<file path="src/inc/irl_defs.svh">
// Register indices, field positions and reset values of the request latch.
// Assumes inclusion by bare name from the package and the design files.
`ifndef IRL_DEFS_SVH
`define IRL_DEFS_SVH

`define IRL_ADDR_W        14
`define IRL_GRP0_IDX      12'hfc0
`define IRL_GRP1_IDX      12'hfc3
`define IRL_EDGESEL_IDX   12'hfcd
`define IRL_CTRL_IDX      12'hfe0
`define IRL_ANYEDGE_IDX   12'hfe1
`define IRL_ISTAT_IDX     12'hfe2
`define IRL_IMASK_IDX     12'hfe3
`define IRL_BYTE_ADDR(i)  ({(i), 2'b00})

`define IRL_G0_T1_BIT     6
`define IRL_G0_T0_BIT     5
`define IRL_G0_RX_BIT     4
`define IRL_G0_TX_BIT     3
`define IRL_G0_ADC_BIT    0
`define IRL_G0_RSVD_MASK  8'h86
`define IRL_G1_SHARED_BIT 7
`define IRL_G1_CMP_BIT    6
`define IRL_CTRL_GIE_BIT  0
`define IRL_ST_G0_BIT     0
`define IRL_ST_G1_BIT     1

`define IRL_GRP_RESET     8'h00
`define IRL_CFG_RESET     8'h00
`define IRL_RESP_OKAY     2'b00
`define IRL_RESP_SLVERR   2'b10

`endif

</file>
<file path="src/inc/irl_pkg.sv">
// Types shared by the request latch, its bus slave and its pin edge stage.
// Assumes irl_defs.svh is reachable on the include path.
`include "irl_defs.svh"

package irl_pkg;

   typedef logic [7:0]               irl_byte_t;
   typedef logic [`IRL_ADDR_W-1:0]   irl_addr_t;

   typedef struct packed {
      logic      awHeld;
      logic      wHeld;
      irl_addr_t wAddr;
      irl_byte_t wData;
      logic      wByte;
      logic      awReady;
      logic      wReady;
      logic      bValid;
      logic [1:0] bResp;
      logic      arReady;
      logic      rPend;
      irl_addr_t rAddr;
      logic      rValid;
      irl_byte_t rData;
      logic [1:0] rResp;
   } irl_axi_s;

   typedef struct packed {
      irl_byte_t sync1;
      irl_byte_t sync2;
      irl_byte_t prev;
      logic [1:0] fill;
   } irl_edge_s;

   typedef struct packed {
      irl_byte_t grp0;
      irl_byte_t grp1;
      irl_byte_t edgeSel;
      irl_byte_t anyEdge;
      logic      gie;
      logic [1:0] status;
      logic [1:0] mask;
      logic      irq;
      logic      vecValid;
      logic [3:0] vecIdx;
      logic [2:0] trap;
   } irl_latch_s;

endpackage

</file>
<file path="src/rtl/irl_axi_slave.sv">
// AXI4-Lite slave front end: one write and one read at a time, 8-bit registers.
// Assumes the register file decodes rdAddr/wrAddr combinationally.
`timescale 1ns/100ps
`include "irl_defs.svh"

module irl_axi_slave import irl_pkg::*; (
   // Clock and reset
   input  wire logic        clk_sys,
   input  wire logic        rst_n,
   // AXI4-Lite
   input  wire logic [`IRL_ADDR_W-1:0] s_axi_awaddr,
   input  wire logic        s_axi_awvalid,
   output      logic        s_axi_awready,
   input  wire logic [31:0] s_axi_wdata,
   input  wire logic [3:0]  s_axi_wstrb,
   input  wire logic        s_axi_wvalid,
   output      logic        s_axi_wready,
   output      logic [1:0]  s_axi_bresp,
   output      logic        s_axi_bvalid,
   input  wire logic        s_axi_bready,
   input  wire logic [`IRL_ADDR_W-1:0] s_axi_araddr,
   input  wire logic        s_axi_arvalid,
   output      logic        s_axi_arready,
   output      logic [31:0] s_axi_rdata,
   output      logic [1:0]  s_axi_rresp,
   output      logic        s_axi_rvalid,
   input  wire logic        s_axi_rready,
   // Register file side
   output      logic        wrEn,
   output      logic        wrFire,
   output      irl_addr_t   wrAddr,
   output      irl_byte_t   wrData,
   input  wire logic        wrErr,
   output      logic        rdFire,
   output      irl_addr_t   rdAddr,
   input  wire irl_byte_t   rdData,
   input  wire logic        rdErr
);

   irl_axi_s st;
   irl_axi_s nx;

   assign wrFire = st.awHeld && st.wHeld && !st.bValid;
   assign wrEn   = wrFire && st.wByte;
   assign wrAddr = st.wAddr;
   assign wrData = st.wData;
   assign rdFire = st.rPend;
   assign rdAddr = st.rAddr;

   always_comb begin
      nx = st;
      if (s_axi_awvalid && st.awReady) begin
         nx.awHeld = 1'b1;
         nx.wAddr  = s_axi_awaddr;
      end
      if (s_axi_wvalid && st.wReady) begin
         nx.wHeld = 1'b1;
         nx.wData = s_axi_wdata[7:0];
         nx.wByte = s_axi_wstrb[0];
      end
      if (wrFire) begin
         nx.awHeld = 1'b0;
         nx.wHeld  = 1'b0;
         nx.bValid = 1'b1;
         nx.bResp  = wrErr ? `IRL_RESP_SLVERR : `IRL_RESP_OKAY;
      end else if (st.bValid && s_axi_bready) begin
         nx.bValid = 1'b0;
      end
      nx.awReady = !nx.awHeld && !nx.bValid;
      nx.wReady  = !nx.wHeld && !nx.bValid;
      if (s_axi_arvalid && st.arReady) begin
         nx.rPend = 1'b1;
         nx.rAddr = s_axi_araddr;
      end
      if (rdFire) begin
         nx.rPend  = 1'b0;
         nx.rValid = 1'b1;
         nx.rData  = rdData;
         nx.rResp  = rdErr ? `IRL_RESP_SLVERR : `IRL_RESP_OKAY;
      end else if (st.rValid && s_axi_rready) begin
         nx.rValid = 1'b0;
      end
      nx.arReady = !nx.rPend && !nx.rValid;
   end

   always_ff @(posedge clk_sys) begin
      if (!rst_n) begin
         st <= '0;
      end else begin
         st <= nx;
      end
   end

   assign s_axi_awready = st.awReady;
   assign s_axi_wready  = st.wReady;
   assign s_axi_bvalid  = st.bValid;
   assign s_axi_bresp   = st.bResp;
   assign s_axi_arready = st.arReady;
   assign s_axi_rvalid  = st.rValid;
   assign s_axi_rresp   = st.rResp;
   assign s_axi_rdata   = {24'h000000, st.rData};

endmodule

</file>
<file path="src/rtl/irl_edge_detect.sv">
// Pin synchroniser and per-pin edge selection for the port A requests.
// Assumes pins are asynchronous; the config inputs come from clk_sys logic.
`timescale 1ns/100ps

module irl_edge_detect import irl_pkg::*; #(
   parameter int N = 8
) (
   // Clock and reset
   input  wire logic         clk_sys,
   input  wire logic         rst_n,
   // Pins and configuration
   input  wire logic [N-1:0] pinIn,
   input  wire logic [N-1:0] edgeSel,
   input  wire logic [N-1:0] anyEdge,
   // Detected edges, one-cycle pulses
   output      logic [N-1:0] pinEvent
);

   irl_edge_s st;
   irl_edge_s nx;
   logic      armed;

   always_comb begin
      nx       = st;
      nx.sync1 = pinIn;
      nx.sync2 = st.sync1;
      nx.prev  = st.sync2;
      nx.fill  = (st.fill == 2'h3) ? st.fill : st.fill + 2'h1;
   end

   // A pin already high at reset is no edge: events wait until prev holds a synced value
   assign armed = (st.fill == 2'h3);

   always_ff @(posedge clk_sys) begin
      if (!rst_n) begin
         st <= '0;
      end else begin
         st <= nx;
      end
   end

   // Only sync2 and prev are looked at, never the first stage
   for (genvar i = 0; i < N; i++) begin : gPin
      logic rise;
      logic fall;
      assign rise = st.sync2[i] & ~st.prev[i];
      assign fall = ~st.sync2[i] & st.prev[i];
      assign pinEvent[i] = armed & (anyEdge[i] ? (rise | fall) : (edgeSel[i] ? rise : fall));

   end
endmodule

</file>
<file path="src/rtl/irl_request_latch.sv">
// Interrupt request latch: two pending-request groups, vector hand-off, traps.
// Assumes the core and the peripheral sources run on clk_sys; port pins do not.
`timescale 1ns/100ps
`include "irl_defs.svh"

// Contract
// - A request from timer, UART or ADC sets its bit in group zero.
// - A port A pin event sets that pin's bit in group one.
// - With global enable set, pending requests are offered to the core as vectors.
// - Group zero bits: timer1 6, timer0 5, rx 4, tx 3, converter 0.
// - Group zero at 0xfc0, group one at 0xfc3; both reset to zero.
// - Group one: a bit per pin; bit 7 shared, bit 6 shared with comparator.
// - Each pin requests on one selected edge or on any edge.
// - Watchdog and oscillator-fail traps bypass the request registers.
// - Edge select bit 0 picks the falling edge, 1 the rising edge.
module irl_request_latch import irl_pkg::*; (
   // Clock and reset
   input  wire logic        clk_sys,
   input  wire logic        rst_n,
   // AXI4-Lite
   input  wire logic [`IRL_ADDR_W-1:0] s_axi_awaddr,
   input  wire logic        s_axi_awvalid,
   output      logic        s_axi_awready,
   input  wire logic [31:0] s_axi_wdata,
   input  wire logic [3:0]  s_axi_wstrb,
   input  wire logic        s_axi_wvalid,
   output      logic        s_axi_wready,
   output      logic [1:0]  s_axi_bresp,
   output      logic        s_axi_bvalid,
   input  wire logic        s_axi_bready,
   input  wire logic [`IRL_ADDR_W-1:0] s_axi_araddr,
   input  wire logic        s_axi_arvalid,
   output      logic        s_axi_arready,
   output      logic [31:0] s_axi_rdata,
   output      logic [1:0]  s_axi_rresp,
   output      logic        s_axi_rvalid,
   input  wire logic        s_axi_rready,
   // Peripheral request pulses
   input  wire logic        timerOneReq,
   input  wire logic        timerZeroReq,
   input  wire logic        serialRxReq,
   input  wire logic        serialTxReq,
   input  wire logic        converterReq,
   input  wire logic        comparatorReq,
   input  wire logic        pin7SharedReq,
   // Port A pins
   input  wire logic [7:0]  portAPin,
   // Core vector hand-off
   output      logic        vecReq,
   output      logic [3:0]  vecIdx,
   input  wire logic        vecAck,
   // Bypass traps
   input  wire logic        wdtTrapReq,
   input  wire logic        oscPrimFailReq,
   input  wire logic        oscWdtFailReq,
   output      logic [2:0]  trapOut,
   // Summary interrupt
   output      logic        irq
);

   localparam irl_addr_t GRP0_ADDR    = `IRL_BYTE_ADDR(`IRL_GRP0_IDX);
   localparam irl_addr_t GRP1_ADDR    = `IRL_BYTE_ADDR(`IRL_GRP1_IDX);
   localparam irl_addr_t EDGESEL_ADDR = `IRL_BYTE_ADDR(`IRL_EDGESEL_IDX);
   localparam irl_addr_t CTRL_ADDR    = `IRL_BYTE_ADDR(`IRL_CTRL_IDX);
   localparam irl_addr_t ANYEDGE_ADDR = `IRL_BYTE_ADDR(`IRL_ANYEDGE_IDX);
   localparam irl_addr_t ISTAT_ADDR   = `IRL_BYTE_ADDR(`IRL_ISTAT_IDX);
   localparam irl_addr_t IMASK_ADDR   = `IRL_BYTE_ADDR(`IRL_IMASK_IDX);

   irl_latch_s st;
   irl_latch_s nx;

   logic       wrEn;
   logic       wrFire;
   irl_addr_t  wrAddr;
   irl_byte_t  wrData;
   logic       wrErr;
   logic       rdFire;
   irl_addr_t  rdAddr;
   irl_byte_t  rdData;
   logic       rdErr;
   logic [7:0] pinEvent;
   irl_byte_t  setGrp0;
   irl_byte_t  setGrp1;
   irl_byte_t  ackGrp0;
   irl_byte_t  ackGrp1;
   logic [15:0] pendAll;
   logic       ackTaken;
   logic [15:0] pendNow;
   logic [15:0] setAll;

   irl_axi_slave u_axi (
      .clk_sys       (clk_sys),
      .rst_n         (rst_n),
      .s_axi_awaddr  (s_axi_awaddr),
      .s_axi_awvalid (s_axi_awvalid),
      .s_axi_awready (s_axi_awready),
      .s_axi_wdata   (s_axi_wdata),
      .s_axi_wstrb   (s_axi_wstrb),
      .s_axi_wvalid  (s_axi_wvalid),
      .s_axi_wready  (s_axi_wready),
      .s_axi_bresp   (s_axi_bresp),
      .s_axi_bvalid  (s_axi_bvalid),
      .s_axi_bready  (s_axi_bready),
      .s_axi_araddr  (s_axi_araddr),
      .s_axi_arvalid (s_axi_arvalid),
      .s_axi_arready (s_axi_arready),
      .s_axi_rdata   (s_axi_rdata),
      .s_axi_rresp   (s_axi_rresp),
      .s_axi_rvalid  (s_axi_rvalid),
      .s_axi_rready  (s_axi_rready),
      .wrEn          (wrEn),
      .wrFire        (wrFire),
      .wrAddr        (wrAddr),
      .wrData        (wrData),
      .wrErr         (wrErr),
      .rdFire        (rdFire),
      .rdAddr        (rdAddr),
      .rdData        (rdData),
      .rdErr         (rdErr)
   );

   irl_edge_detect #(.N(8)) u_edge (
      .clk_sys  (clk_sys),
      .rst_n    (rst_n),
      .pinIn    (portAPin),
      .edgeSel  (st.edgeSel),
      .anyEdge  (st.anyEdge),
      .pinEvent (pinEvent)
   );

   // Set terms per bit
   always_comb begin
      setGrp0 = 8'h00;
      setGrp0[`IRL_G0_T1_BIT]  = timerOneReq;
      setGrp0[`IRL_G0_T0_BIT]  = timerZeroReq;
      setGrp0[`IRL_G0_RX_BIT]  = serialRxReq;
      setGrp0[`IRL_G0_TX_BIT]  = serialTxReq;
      setGrp0[`IRL_G0_ADC_BIT] = converterReq;
      setGrp1 = pinEvent;
      setGrp1[`IRL_G1_SHARED_BIT] = pinEvent[`IRL_G1_SHARED_BIT] | pin7SharedReq;
      setGrp1[`IRL_G1_CMP_BIT]    = pinEvent[`IRL_G1_CMP_BIT] | comparatorReq;
   end

   // The vector taken is the one registered and shown on vecIdx
   assign ackTaken = vecAck && st.vecValid;
   always_comb begin
      ackGrp0 = 8'h00;
      ackGrp1 = 8'h00;
      if (ackTaken && st.vecIdx[3]) begin
         ackGrp0[st.vecIdx[2:0]] = 1'b1;
      end
      if (ackTaken && !st.vecIdx[3]) begin
         ackGrp1[st.vecIdx[2:0]] = 1'b1;
      end
   end

   // Unmapped addresses answer SLVERR
   always_comb begin
      rdErr  = 1'b0;
      rdData = 8'h00;
      case (rdAddr)
         GRP0_ADDR:    rdData = st.grp0;
         GRP1_ADDR:    rdData = st.grp1;
         EDGESEL_ADDR: rdData = st.edgeSel;
         CTRL_ADDR:    rdData = {7'h00, st.gie};
         ANYEDGE_ADDR: rdData = st.anyEdge;
         ISTAT_ADDR:   rdData = {6'h00, st.status};
         IMASK_ADDR:   rdData = {6'h00, st.mask};
         default:      rdErr  = rdFire;
      endcase
   end

   always_comb begin
      case (wrAddr)
         GRP0_ADDR, GRP1_ADDR, EDGESEL_ADDR, CTRL_ADDR, ANYEDGE_ADDR, ISTAT_ADDR, IMASK_ADDR: wrErr = 1'b0;
         default: wrErr = 1'b1;
      endcase
   end

   always_comb begin
      nx = st;
      // A write replaces the value, an ack clears its bit, a new request always wins
      if (wrEn && wrAddr == GRP0_ADDR) begin
         nx.grp0 = wrData;
      end
      if (wrEn && wrAddr == GRP1_ADDR) begin
         nx.grp1 = wrData;
      end
      nx.grp0 = ((nx.grp0 & ~ackGrp0) | setGrp0) & ~`IRL_G0_RSVD_MASK;
      nx.grp1 = (nx.grp1 & ~ackGrp1) | setGrp1;
      if (wrEn && wrAddr == EDGESEL_ADDR) begin
         nx.edgeSel = wrData;
      end
      if (wrEn && wrAddr == ANYEDGE_ADDR) begin
         nx.anyEdge = wrData;
      end
      if (wrEn && wrAddr == CTRL_ADDR) begin
         nx.gie = wrData[`IRL_CTRL_GIE_BIT];
      end
      if (wrEn && wrAddr == IMASK_ADDR) begin
         nx.mask = wrData[1:0];
      end
      if (wrEn && wrAddr == ISTAT_ADDR) begin
         nx.status = st.status & ~wrData[1:0];
      end
      // Sticky event bits; set wins over the write-one clear
      nx.status[`IRL_ST_G0_BIT] = nx.status[`IRL_ST_G0_BIT] | (|setGrp0);
      nx.status[`IRL_ST_G1_BIT] = nx.status[`IRL_ST_G1_BIT] | (|setGrp1);
      nx.irq = |(nx.status & nx.mask);
      // Filled here, not by an assign, so the priority loop reads nothing fed back through nx
      pendAll = {nx.grp0, nx.grp1};
      // Fixed priority, group zero bit 6 highest; with gie clear nothing is offered
      nx.vecValid = 1'b0;
      nx.vecIdx   = 4'h0;
      for (int i = 0; i < 16; i++) begin
         if (nx.gie && pendAll[i]) begin
            nx.vecValid = 1'b1;
            nx.vecIdx   = 4'(i);
         end
      end
      // Traps only retime; they never touch the request groups
      nx.trap = {oscWdtFailReq, oscPrimFailReq, wdtTrapReq};
   end

   // Flattened views for the checks below
   assign pendNow = {st.grp0, st.grp1};
   assign setAll  = {setGrp0, setGrp1};

   always_ff @(posedge clk_sys) begin
      if (!rst_n) begin
         st      <= '0;
         st.grp0 <= `IRL_GRP_RESET;
         st.grp1 <= `IRL_GRP_RESET;
         st.edgeSel <= `IRL_CFG_RESET;
         st.anyEdge <= `IRL_CFG_RESET;
      end else begin
         st <= nx;
      end
   end

   assign vecReq  = st.vecValid;
   assign vecIdx  = st.vecIdx;
   assign trapOut = st.trap;
   assign irq     = st.irq;
endmodule
</file>
<file path="config.mk">
export PLATFORM = sky130hd
export DESIGN_NAME = irl_request_latch
export DESIGN_NICKNAME = d
export VERILOG_FILES = /design/src/inc/irl_pkg.sv /design/src/rtl/irl_axi_slave.sv /design/src/rtl/irl_edge_detect.sv /design/src/rtl/irl_request_latch.sv
export VERILOG_INCLUDE_DIRS = /design/src /design/src/inc
export SDC_FILE = /design/constraint.sdc
export NUM_CORES = 1
export LEC_CHECK = 0
export ABC_AREA = 1
export BUFFER_PORTS_ARGS = -buffer_cell sky130_fd_sc_hd__buf_2
export CAP_MARGIN = 25
export CORE_ASPECT_RATIO = 1.75
export CORE_MARGIN = 2
export CORE_UTILIZATION = 54
export DETAILED_ROUTE_END_ITERATION = 12
export PLACE_DENSITY = 0.87
export SYNTH_ARGS = -nofsm -noshare
export SYNTH_HDL_FRONTEND = slang
export SYNTH_HIERARCHICAL = 1
export SYNTH_SLANG_ARGS = --single-unit
export TNS_END_PERCENT = 10
</file>
<file path="constraint.sdc">
create_clock -name clk_sys -period 2.9 [get_ports clk_sys]
set_clock_uncertainty 0.15 [all_clocks]
set_input_delay 0 -clock clk_sys [delete_from_list [all_inputs] [get_ports clk_sys]]
set_output_delay 0 -clock clk_sys [all_outputs]
set_load 0.005 [all_outputs]
</file>
# Yosys cells after proc, flatten, opt, wreduce, memory -nomap -nowiden
# Index checks and enable logic that the tools add are counted.
# word_totals
latchBits	0
wordCells	210
romBits	0
reg_bits	126
mem_bits_rw	0
inputBits	90
output_inout_bits	50
memories	0
# classes
n_reduce_logical	48
n_lt_le_gt_ge	2
multipliers	0
n_mux	51
bitwise	62
n_addsub	1
eq_ne	15
div_mod_pow	0
shift	0
# ops
op	count
14-bit == test, second input constant	14
5-bit 2-to-1 mux	13
8-bit one-hot mux with 7 select lines	1
1-bit logical AND	35
1-bit 2-to-1 mux	26
1-bit AND	24
1-bit inverter	17
8-bit 2-to-1 mux	2
15-bit 2-to-1 mux	1
7-bit 2-to-1 mux	2
7-bit OR reduction	2
1-bit bitwise OR	12
2-bit 2-to-1 mux	5
8-bit AND	1
8-bit inverter	1
8-bit bitwise OR	1
8-bit OR reduction	1
7-bit AND	1
1-bit logical NOT	7
7-bit inverter	1
7-bit bitwise OR	1
5-bit OR reduction	1
2-bit AND	2
3-bit by 4-bit < comparator with 1-bit output, second input constant	1
6 further kinds	7

# Longest topological paths before layout
# depth
depth_word	22
depth_mapped	20
depth_no_buf	19

# Cells and area by module
# Netlist, hierarchy kept.
# by_module_without_submodules
mod	instances	cells_per_inst	seq_area_each_um2	area_each_um2
irl_request_latch	1	386	860.8	2529.9
irl_axi_slave	1	312	1101.1	2456.1
irl_edge_detect	1	191	520.5	1332.5

# Worst setup path after synthesis
# OpenSTA, ideal clock, no wires.
# synth_timing
path_kind	register -> register
from	reg u_axi.st (netlist bit u_axi/s_axi_bvalid)
to	reg st (netlist bit vecReq)
required_ps	2625
setup_slack_ps	863
path_buffers	2
stages_incl_launch_ff	13
t_arrival_ps	1763
path_cell_list	dfxtp_1 inv_1 nand3_1 nor2_1 buf_2 nand3_2 buf_6 o211ai_1 nand2_1 nor2_2 nand3_1 o41ai_2 nand2_1
# synth_between
elab_chain_cells	21
# synth_lines
item	line	source
from (decl)	irl_axi_slave.sv:40	irl_axi_s st;
from (signal assigned)	irl_axi_slave.sv:90	st <= nx;
1-bit logical NOT *	irl_axi_slave.sv:43	assign wrFire = st.awHeld && st.wHeld && !st.bValid;
1-bit logical AND *	irl_axi_slave.sv:43	
1-bit logical AND *	irl_axi_slave.sv:44	assign wrEn = wrFire && st.wByte;
net wrEn	irl_request_latch.sv:72	logic wrEn;
1-bit logical AND	irl_request_latch.sv:186	if (wrEn && wrAddr == GRP1_ADDR) begin
8-bit 2-to-1 mux	irl_request_latch.sv:186	
8-bit AND	irl_request_latch.sv:190	nx.grp1 = (nx.grp1 & ~ackGrp1) | setGrp1;
8-bit bitwise OR	irl_request_latch.sv:190	
1-bit logical AND	irl_request_latch.sv:216	if (nx.gie && pendAll[i]) begin
5-bit 2-to-1 mux (12 in a row)	irl_request_latch.sv:216	
5-bit 2-to-1 mux *	irl_request_latch.sv:216	
to (signal assigned)	irl_request_latch.sv:237	st <= nx;
to (decl)	irl_request_latch.sv:69	irl_latch_s st;
# The timed path passes the listed nets; every way through them passes the cells marked *.
# A chain may end at the register's enable or synchronous reset.

# Worst setup path in the final report
# layout_timing
from	reg u_axi.st (netlist bit u_axi/s_axi_bvalid)
to	reg st (netlist bit irq)
# layout_between
elab_chain_cells	8
# layout_lines
item	line	source
1-bit logical NOT *	irl_axi_slave.sv:43	
1-bit logical AND *	irl_axi_slave.sv:43	
1-bit logical AND *	irl_axi_slave.sv:44	
net wrEn	irl_request_latch.sv:72	
1-bit logical AND	irl_request_latch.sv:203	if (wrEn && wrAddr == ISTAT_ADDR) begin
2-bit 2-to-1 mux	irl_request_latch.sv:203	
1-bit bitwise OR, on equally long branches	irl_request_latch.sv:207, irl_request_latch.sv:208	
2-bit AND *	irl_request_latch.sv:209	nx.irq = |(nx.status & nx.mask);
2-bit OR reduction *	irl_request_latch.sv:209	
# Marks and branches as above.

==> impl_results.md <==
* Root buffer selected by CTS: clkbuf_16
* Post-Layout Cell Count at 1178
* Pwr Density at 540 nW/um2
* Synth-to-Final Area Change at 25.5%
* Largest net degree at the start of global routing at 60
* Num CTS Buffers at 17
* Final setup TNS at 0 ns
* Outcome: complete, but fails checks
* Largest fanout on the critical path at 9
* Clk slew on worst S/H paths at 0.06 ns
* Core Rows at 52
* DRT Pass-1 Iters at 11
* Placed cells at 1037
* Failing checks: DRC
* Most frequent cells in the layout: nor2_1 (163), inv_1 (145), nand2_1 (133)
* Max Cap Viol at 0
* Core Box Area at 11500 um2
* Vias/cell at 5.22
* Post-CTS Setup Bufs at 0
* Pleak at 3.79 nW
* Clk Latency, worst-skew pair at 0.42 ns
* Final Setup Violations at 0
* Vias in the first global route at 6094
* Critical Path Max Stage Delay at 0.61 ns
* Syn. warnings at 6
* Maximum vdd drop at 0.000448 V
* Total number of vias at 6145
* Initial DRC Count at 409
* # port buffers at 86
* Tightest Pin Transition at 0.688 ns
* Die X at 85.7 um
* Hpwl dp at 10500 um
* Fill cell count at 823
* Ports at 140
* Fin crit period at 2.80 ns
* Commonest non-fill, non-tap cell in the layout: nor2_1
* Starting Density at 54.8%
* Rel. slew slack at 54.2%
* DIE HEIGHT at 147 um
* First-pass GRT wire length at 28500 um
* Fmax at 357 MHz
* CP required at 2.99 ns
* WS Path Type: flop to flop
* Fin nets at 1137
* CP cell instances: inv_1 > nand3_1 > nor2_1 > buf_4 > nand4_1 > o21ai_1 > nand4_1 > dlygate4sd3_1 > nand2_1 > o21ai_0
* Final Core Density at 68.8%
* Proportion of layout cells with a drive suffix above 1 at 14.8%
* Initial antenna violation count at 0
* DR WL/cell at 15.3 um
* H-tree Lvls at 4
* Syn Inst Count at 888
* Total wire length at 18100 um
* RSZ-0062 raised after global routing: false
* Die area at 12600 um2
* Slowest-stage cell, CP: dlygate4sd3_1
* Crit path capture type: flop
* Count of final max-slew check failures at 0
* Startpoint Class: flop
* ANT nets after route at 0
* Global route overflow at 0
* Post-Syn Area at 6310 um2
* CTS sink count at 124
* Mapped Avg Cell Area at 7.11 um2
* Hold crit path type: primary input to flop
* Total GRT Usage at 29.1%
* Final hold slack at 0.0365 ns
* DRC viols at 1
* CP Data Arrival Time at 2.90 ns
* TritonCTS clock tree: yes
* Final-report hold violation count at 0
* Tcrit/Tclk final at 96.6%
* Clock tree buffer depth at 2
* GPL Wtd Cong at 0.951
* # diodes at 0
* Cell mode on critical path: nand4_1
final timing paths:
| kind | slack (ns) | cells past startpoint | from | endpoint |
|---|---|---|---|---|
| max | 0.1 | 10 | u_axi/s_axi_bvalid | irq |
| min | 0.04 | 7 | vecAck | vecIdx[0] |
| max reg2reg | 0.1 | 10 | u_axi/s_axi_bvalid | irq |
| min reg2reg | 0.26 | 2 | u_edge/nx[17] | u_edge/nx[9] |
critical path, delay by kind of cell (launching register included):
family	cells	cell delay, ns
AOI/OAI and AO/OA	2	0.41
buffers and inverters	3	0.89
DFF	1	0.33
and+or+nand+nor	5	0.85
routing by layer:
layer / vias up / GRT usage (%) / share of wire, %
met5: - / 0 / 0
met1: 2824 / 27.5 / 34
met3: 97 / 6.24 / 5.2
met2: 292 / 54.2 / 54
met4: 0 / 19.6 / 6.8
li1: 2932 / - / -
final cells by class:
cell class	instances	area [um2]	share of cell area, %
flip-flops and latches	124	2480	31.3
well taps	135	169	2.13
multi-input cells	535	2580	32.6
clock buffers	19	453	5.71
clock inverters	13	92.6	1.17
inverters	152	573	7.23
repair buffers	200	1570	19.8
registers in the layout, indices dropped and copies added, names as in the netlist, 3 cells and up:
signal	cells
u_axi/s_axi_rdata	8
u_axi/st	3
u_edge/nx	16
pendNow	13
trapOut	3
u_axi/wrData	8
st	21
u_axi/wrAddr	14
u_edge/st	10
u_axi/rdAddr	14
vecIdx	4
what timing repair did:
item | CTS | global route
endpoints found under the setup margin | 0 | 1
hold buffers | 109 | 0
hold endpoints to repair | 80 | 0
gates resized for setup | 0 | 1
power by group:
part / leakage, nW / internal (W) / switching, W
combinational: 2.52 / 0.000232 / 0.000253
sequential: 1.02 / 0.00179 / 0.0000684
clock: 0.258 / 0.00114 / 0.000803
per-stage QoR:
step | area, um2 | total power (W) | setup slack, ns
3_3_place_gp | 6290 | 0.00220 | 0.572
5_1_grt | 7930 | 0.00442 | 0.00142
2_1_floorplan | 6410 | 0.00218 | 0.883
6_report | 7930 | 0.00428 | 0.0981
3_5_place_dp | 6290 | 0.00221 | 0.541
4_1_cts | 7930 | 0.00425 | 0.227
Power figures use the tool's default switching activity.
